$ cat src/logic/image_pipe_input_pkg.sv
package image_pipe_input_pkg;

  // Register byte offsets
  localparam logic [7:0] ENABLE_OFS = 8'h00;
  localparam logic [7:0] CONFIG_1_OFS = 8'h04;
  localparam logic [7:0] HSYNC_INTERVAL_OFS = 8'h08;
  localparam logic [7:0] VSYNC_INTERVAL_OFS = 8'h0c;
  localparam logic [7:0] VALID_PIXELS_OFS = 8'h10;
  localparam logic [7:0] VALID_LINES_OFS = 8'h14;
  localparam logic [7:0] MEM_ADDRESS_UPPER_OFS = 8'h18;
  localparam logic [7:0] MEM_ADDRESS_LOWER_OFS = 8'h1c;
  localparam logic [7:0] LINE_ADDRESS_OFFSET_OFS = 8'h20;
  localparam logic [7:0] HORIZONTAL_RESIZE_OFS = 8'h24;
  localparam logic [7:0] OUTPUT_GAIN_OFS = 8'h28;
  localparam logic [7:0] PREDICTIVE_CODING_OFS = 8'h2c;
  localparam logic [7:0] CONFIG_2_OFS = 8'h30;
  localparam logic [7:0] RESIZE_INITIAL_OFS = 8'h34;
  localparam logic [7:0] OUTPUT_CLIP_OFS = 8'h38;
  localparam logic [7:0] UNDERFLOW_STATUS_OFS = 8'h3c;
  localparam logic [7:0] CLOCK_RATE_OFS = 8'h40;
  localparam logic [7:0] DEFECT_CORRECTION_1_OFS = 8'h44;
  localparam logic [7:0] DEFECT_CORRECTION_2_OFS = 8'h48;
  localparam logic [7:0] STATS_RESIZE_OFS = 8'h54;
  localparam logic [7:0] STATS_RESIZE_INITIAL_OFS = 8'h58;
  localparam logic [7:0] IRQ_MASK_OFS = 8'h5c;

  localparam int NUM_REGS = 24;
  localparam logic [31:0] REG_RESET = 32'h0000_0000;

  // Field positions
  localparam int RUN_BIT = 0;
  localparam int VSYNC_MASK_BIT = 1;
  localparam int SRC_LSB = 14;
  localparam int SHIFT_LSB = 11;
  localparam int CLK_SEL_BIT = 10;
  localparam int SINGLE_RUN_BIT = 0;
  localparam int UNDERFLOW_BIT = 0;
  localparam int FRAME_DONE_BIT = 1;

  // Input source encodings
  localparam logic [1:0] SRC_PARALLEL = 2'h0;
  localparam logic [1:0] SRC_MEM_RAW = 2'h1;
  localparam logic [1:0] SRC_DARK_FRAME = 2'h2;
  localparam logic [1:0] SRC_MEM_YUV = 2'h3;

  typedef struct packed {
    logic wr;
    logic rd;
    logic [7:0] addr;
    logic [31:0] wdata;
  } reg_req_t;

  typedef struct packed {
    logic [NUM_REGS-1:0][31:0] regs;
    logic [7:0] div;
    logic [12:0] h;
    logic [12:0] v;
    logic [13:0] pix;
    logic pix_vld;
    logic hs;
    logic vs;
    logic req;
    logic [31:0] rdata;
    logic irq;
  } state_t;

endpackage

$ cat src/logic/image_pipe_input_interface.sv
// Design decision made here: the strobed register port.
`timescale 1ns/1ps
module image_pipe_input_interface (
  // Clock and reset
  input wire logic clk_sys_i,
  input wire logic sys_rst_i,
  // Register port
  input wire image_pipe_input_pkg::reg_req_t reg_req_i,
  output logic [31:0] rdata_o,
  // Parallel capture port
  input wire logic [13:0] par_data_i,
  input wire logic par_valid_i,
  input wire logic par_hsync_i,
  input wire logic par_vsync_i,
  // Memory read port
  input wire logic [15:0] mem_data_i,
  input wire logic mem_valid_i,
  output logic mem_req_o,
  // Pipeline output
  output logic [13:0] pix_o,
  output logic pix_valid_o,
  output logic hsync_o,
  output logic vsync_o,
  output logic pipe_clock_select_o,
  output logic [6:0] stats_resize_o,
  output logic [12:0] stats_resize_start_o,
  // Interrupt
  output logic irq_o
);

  image_pipe_input_pkg::state_t q;
  image_pipe_input_pkg::state_t d;

  logic [4:0] idx_w;
  logic [1:0] src_w;
  logic [2:0] shift_w;
  logic running_w;
  logic div_tick_w;
  logic tick_w;
  logic active_w;
  logic fire_w;
  logic frame_end_w;
  logic single_w;
  logic [31:0] clr_w;
  logic [31:0] evt_w;
  logic [13:0] mem_pix_w;

  function automatic logic mapped(input logic [7:0] a);
    mapped = (a[1:0] == 2'h0) && (a <= image_pipe_input_pkg::IRQ_MASK_OFS)
      && (a != 8'h4c) && (a != 8'h50);
  endfunction

  // Writable bits per register; reserved bits stay zero
  function automatic logic [31:0] wmask(input logic [4:0] i);
    unique case (i)
      5'h00: wmask = 32'h0000_0003;
      5'h01: wmask = 32'h0000_ff8f;
      5'h02, 5'h03, 5'h04, 5'h05: wmask = 32'h0000_1fff;
      5'h06: wmask = 32'h0000_07ff;
      5'h08: wmask = 32'h0000_01ff;
      5'h09, 5'h15: wmask = 32'h0000_007f;
      5'h0a: wmask = 32'h0000_03ff;
      5'h0b: wmask = 32'h0000_0007;
      5'h0f: wmask = 32'h0000_0003;
      5'h17: wmask = 32'h0000_0003;
      default: wmask = 32'h0000_ffff;
    endcase
  endfunction

  // Read word shaping; value 7 takes the top bits instead of a left shift
  function automatic logic [13:0] shape(input logic [1:0] s,
                                        input logic [2:0] n,
                                        input logic [15:0] w);
    if (s == image_pipe_input_pkg::SRC_MEM_RAW ||
        s == image_pipe_input_pkg::SRC_DARK_FRAME) begin
      if (n == 3'h7) begin
        shape = w[15:2];
      end else begin
        shape = w[13:0] << n;
      end
    end else begin
      shape = w[13:0];
    end
  endfunction

  assign idx_w = reg_req_i.addr[6:2];
  assign src_w = q.regs[1][image_pipe_input_pkg::SRC_LSB +: 2];
  assign shift_w = q.regs[1][image_pipe_input_pkg::SHIFT_LSB +: 3];
  assign running_w = q.regs[0][image_pipe_input_pkg::RUN_BIT] &&
    (src_w != image_pipe_input_pkg::SRC_PARALLEL);
  assign div_tick_w = (q.div == q.regs[16][7:0]);
  assign tick_w = q.regs[1][image_pipe_input_pkg::CLK_SEL_BIT] ?
    div_tick_w : par_valid_i;
  assign active_w = (q.h < q.regs[4][12:0]) && (q.v < q.regs[5][12:0]);
  assign fire_w = running_w && tick_w && active_w;
  assign frame_end_w = running_w && tick_w &&
    (q.h == q.regs[2][12:0]) && (q.v == q.regs[3][12:0]);
  assign single_w = q.regs[1][image_pipe_input_pkg::SINGLE_RUN_BIT] &&
    (src_w == image_pipe_input_pkg::SRC_MEM_RAW ||
     src_w == image_pipe_input_pkg::SRC_MEM_YUV);
  assign mem_pix_w = shape(src_w, shift_w, mem_data_i);

  always_comb begin
    clr_w = '0;
    evt_w = '0;
    d = q;
    d.div = div_tick_w ? 8'h00 : q.div + 8'h01;
    d.hs = 1'b0;
    d.vs = 1'b0;
    d.req = 1'b0;
    d.pix_vld = 1'b0;
    d.rdata = '0;
    // Pixel generation
    if (!running_w) begin
      d.h = '0;
      d.v = '0;
      if (src_w == image_pipe_input_pkg::SRC_PARALLEL) begin
        d.pix = par_data_i;
        d.pix_vld = par_valid_i;
        d.hs = par_hsync_i;
        d.vs = par_vsync_i &&
          !q.regs[0][image_pipe_input_pkg::VSYNC_MASK_BIT];
      end
    end else if (tick_w) begin
      d.hs = (q.h == 13'h0000);
      d.vs = (q.h == 13'h0000) && (q.v == 13'h0000) &&
        !q.regs[0][image_pipe_input_pkg::VSYNC_MASK_BIT];
      if (q.h == q.regs[2][12:0]) begin
        d.h = '0;
        d.v = (q.v == q.regs[3][12:0]) ? 13'h0000 : q.v + 13'h0001;
      end else begin
        d.h = q.h + 13'h0001;
      end
      if (active_w) begin
        d.req = 1'b1;
        d.pix_vld = mem_valid_i;
        if (src_w == image_pipe_input_pkg::SRC_DARK_FRAME) begin
          // Dark frame removal clamps at black instead of wrapping
          d.pix = (par_data_i > mem_pix_w) ? par_data_i - mem_pix_w
                                           : 14'h0000;
        end else begin
          d.pix = mem_pix_w;
        end
        // Data not ready when the pipeline needs it
        evt_w[image_pipe_input_pkg::UNDERFLOW_BIT] = !mem_valid_i;
      end
      if (frame_end_w) begin
        evt_w[image_pipe_input_pkg::FRAME_DONE_BIT] = 1'b1;
        if (single_w) begin
          d.regs[0][image_pipe_input_pkg::RUN_BIT] = 1'b0;
        end
      end
    end
    // Register writes; software write after hardware stop wins
    if (reg_req_i.wr && mapped(reg_req_i.addr)) begin
      if (reg_req_i.addr == image_pipe_input_pkg::UNDERFLOW_STATUS_OFS) begin
        clr_w = reg_req_i.wdata;
      end else begin
        d.regs[idx_w] = reg_req_i.wdata & wmask(idx_w);
      end
    end
    // Set wins over write-one-to-clear
    d.regs[15] = ((q.regs[15] & ~clr_w) | evt_w) & wmask(5'h0f);
    if (reg_req_i.rd && mapped(reg_req_i.addr)) begin
      d.rdata = q.regs[idx_w];
    end
    d.irq = |(d.regs[15] & d.regs[23]);
  end

  always_ff @(posedge clk_sys_i or posedge sys_rst_i) begin
    if (sys_rst_i) begin
      q <= '0;
    end else begin
      q <= d;
    end
  end

  assign rdata_o = q.rdata;
  assign mem_req_o = q.req;
  assign pix_o = q.pix;
  assign pix_valid_o = q.pix_vld;
  assign hsync_o = q.hs;
  assign vsync_o = q.vs;
  assign pipe_clock_select_o = q.regs[1][image_pipe_input_pkg::CLK_SEL_BIT];
  assign stats_resize_o = q.regs[21][6:0];
  assign stats_resize_start_o = q.regs[22][12:0];
  assign irq_o = q.irq;
endmodule

$ cat config.mk
export PLATFORM = sky130hd
export DESIGN_NAME = image_pipe_input_interface
export DESIGN_NICKNAME = d
export VERILOG_FILES = /design/src/logic/image_pipe_input_pkg.sv /design/src/logic/image_pipe_input_interface.sv
export SDC_FILE = /design/constraint.sdc
export NUM_CORES = 2
export LEC_CHECK = 0
export CAP_MARGIN = 25
export CORE_ASPECT_RATIO = 1.5
export CORE_MARGIN = 2
export CORE_UTILIZATION = 38
export CTS_CLUSTER_SIZE = 24
export DETAILED_ROUTE_END_ITERATION = 10
export DONT_BUFFER_PORTS = 1
export GPL_TIMING_DRIVEN = 1
export MAX_ROUTING_LAYER = met4
export PLACE_DENSITY = 0.56
export SYNTH_ARGS = -nofsm -noshare
export SYNTH_HDL_FRONTEND = slang
export SYNTH_SLANG_ARGS = --single-unit
$ cat constraint.sdc
create_clock -name clk_sys_i -period 34.2 [get_ports clk_sys_i]
set_input_delay 6.84 -clock clk_sys_i [delete_from_list [all_inputs] [get_ports clk_sys_i]]
set_output_delay 6.84 -clock clk_sys_i [all_outputs]
set_load 0.02 [all_outputs]
==> impl_metrics.json <==
{
  "worst_slack_ps": 24740,
  "via_count": 23010,
  "setup_violations": 0,
  "yosysUniqueCellTypes": 70,
  "grt_first_pass_wirelength_um": 156900,
  "startpoint_type": "input pin",
  "worstSkewPairLatency_ps": 660,
  "fillers": 8819,
  "antenna_found_initial": 3,
  "cts_hold_buf": 0,
  "cts_tree": "built",
  "io_pins": 150,
  "p_leak_nw": 18.62,
  "r2r_setup_slack_ps": 29710,
  "min_path_cells": 0,
  "ys_async_sr_fraction_pct": 100.0,
  "fin_setup_tns_ps": 0,
  "holdWs_ps": 371.5,
  "period_minus_slack_ps": 9459,
  "fp-row-count": 139,
  "rsz0062_at_grt": "false",
  "crit_fanout": 13,
  "netlist_instances": 3062,
  "final_cells": 4199,
  "outcome": "complete, no violations",
  "grt_usage_pct": 21.47,
  "dieHeight_um": 385.3,
  "cts_buffer_depth": 3,
  "cts.sinks": 823,
  "die_w_um": 258.2,
  "cp.arrival_ps": 9980,
  "wl_per_cell_um": 24.20,
  "finalClockSkew_ps": 24.72,
  "worst_setup_hold_path_clk_slew_ps": 60,
  "post_cts_buffers": 0,
  "firstDrtPassIters": 6,
  "multi_input_area_um2": 14360,
  "synth-edff-count": 0,
  "worstMarginPinSlew_ps": 1048,
  "cts_max_level": 3,
  "start_util_pct": 38.43,
  "required_ps": 34720,
  "ys_seq_area_share_pct": 55.93,
  "stdcell_area_um2": 40060,
  "core_um2": 95830,
  "power_density_nw_per_um2": 51.29,
  "gr-total-overflow": 0,
  "gp_congestion": 0.8806,
  "nets": 2994,
  "dpl.hpwl_um": 64020,
  "drv_slew": 0,
  "wl_um": 101600,
  "timing.rr.end": "pix_o[8]$_DFFE_PP0P_",
  "endpoint": "pix_o[8]$_DFFE_PP0P_",
  "dieArea_um2": 99460,
  "ff2ff_path_depth": 14,
  "syn_area_um2": 36820,
  "regArea_um2": 20590,
  "p_total_mw": 2.054,
  "critPathCaptureType": "flop",
  "vdd_drop_max_v": 0.00003552,
  "drtIter0Drc": 2036,
  "fmax_ghz": 0.1057,
  "numCtsBuffers": 82,
  "slew_headroom_pct": 29.37,
  "place_area_um2": 37120,
  "final.period_utilization_pct": 27.66,
  "yosys_warnings": 0,
  "grt_pass1_vias": 24540,
  "maxCapViolations": 0,
  "grt_max_degree": 203,
  "areaGrowthSynthToFinish_pct": 8.780,
  "synthFlopType": "dfrtp_1",
  "critical_path_class": "input pin to flop",
  "dp_cells": 4043,
  "cts_resized": 0,
  "drive_gt1_share_pct": 14.69,
  "root_buffer": "clkbuf_16",
  "portBuffers": 0,
  "postRouteAntennaNets": 0,
  "min_path_type": "flop to flop",
  "fin_util_pct": 41.80,
  "viasPerCell": 5.479,
  "finalHoldViolCount": 0,
  "synth_nets": 3190,
  "syn-mean-instance-area_um2": 12.03,
  "dp_slack_ps": 23540,
  "ys_ff_latch": 823,
  "drcViolationCount": 0,
  "crit_start": "mem_data_i[3]"
}
cell usage after synthesis, drive strengths merged, types with 3 or more instances:
library cell	n	area, um2
o21a	4	30.03
mux2	40	450.4
xor2	33	289.0
nand3	27	140.1
nand2b	17	106.4
a211oi	4	30.03
and3	14	87.58
dfrtp	823	20590
o311ai	3	26.28
nand2	286	1079
nor2b	46	287.8
nand4	11	68.82
a221o	4	40.04
o221a	10	112.6
mux2i	78	780.8
clkbuf	197	740.7
a21oi	68	340.3
a31oi	13	81.33
nor4b	17	148.9
o31a	4	35.03
and2	407	2546
o31ai	13	102.6
nor3	15	80.08
a22o	4	35.03
o211ai	10	75.07
and4	3	26.28
o22ai	38	237.7
mux4	173	3896
nor2	51	191.4
a21o	3	22.52
a2111oi	18	157.7
ha	49	613.1
nor4	11	87.59
o21ai	320	1605
o221ai	11	115.1
xnor2	18	157.7
or2	6	40.04
or3	4	25.02
inv	52	195.2
buf	137	949.7
where the power goes:
group	switching, mW	internal [mW]
Sequential	0.0186	0.990
Clock	0.393	0.528
Combinational	0.0776	0.0474
Total	0.489	1.57
cell usage in the layout, fill, tap and decap left out, drive strengths merged, types with 5 or more instances in the layout:
master    synthesis  layout
nand4            11      11
nor2             51      51
inv              52      54
and3             14      14
a31oi            13      13
and2            407     407
buf             137      54
o22ai            38      38
nand3            27      27
o31ai            13      13
mux4            173     173
clkbuf          197     113
xnor2            18      18
xor2             33      33
o221a            10      10
o221ai           11      11
bufinv            0       7
or2               6       6
mux2i            78      78
mux2             40      40
a2111oi          18      18
nor4b            17      17
dfrtp           823     823
clkinv            0      19
nand2b           17      17
clkinvlp          0       5
ha               49      49
o21ai           320     320
nand2           286     286
nor3             15      15
o211ai           10      10
nor4             11      11
a21oi            68      68
nor2b            46      46
cell type report:
type                    count  area share, %
inverters                  52         0.5060
multi-input cells        1853          35.86
flip-flops and latches    823          51.41
well taps                1269          3.964
clock inverters            33          1.003
diodes                      2        0.01249
repair buffers             54          1.474
clock buffers             113          5.769
worst min-delay path by stage:
stage / startpoint / endpoint / slack [ps]
2_1_floorplan: flop / flop / 420
3_3_place_gp: flop / flop / 360
3_5_place_dp: flop / flop / 360
4_1_cts: flop / flop / 380
5_1_grt: q[713]$_DFFE_PP0P_ / q[713]$_DFFE_PP0P_ / 380
6_report: flop / flop / 370
worst max-delay path, cell delays in order:
cell and delay (ps):
nor2b_1 110, a211oi_1 320, o31ai_1 130, nor2b_1 150, a221oi_2 400, ha_1 390
a21oi_1 180, nor2_1 60, o311ai_0 380, nand3b_1 200, nand3_2 310, o22ai_1 180
a221o_1 320
cells by family (layout without fill, tap and decap cells):
family	count (synthesis)	count (layout)	share of synthesized area (%)
AOI/OAI and AO/OA	540	540	8.607
muxes	291	291	13.92
and+or+nand+nor	921	921	13.49
other	0	2	0
buffers and inverters	386	252	5.120
DFF	823	823	55.93
adders and majority gates	50	50	1.719
xor gates and xnor gates	51	51	1.213
routing by layer:
metal | share of wire, % | track usage, % | vias to the layer above
met2 | 50 | 35.80 | 654
met3 | 5.0 | 3.116 | 194
met4 | 5.1 | 10.54 | 0
met1 | 40 | 25.53 | 11990
li1 | - | - | 10170
met5 | 0 | - | -
No activity file was read; power rests on OpenSTA's default activity.
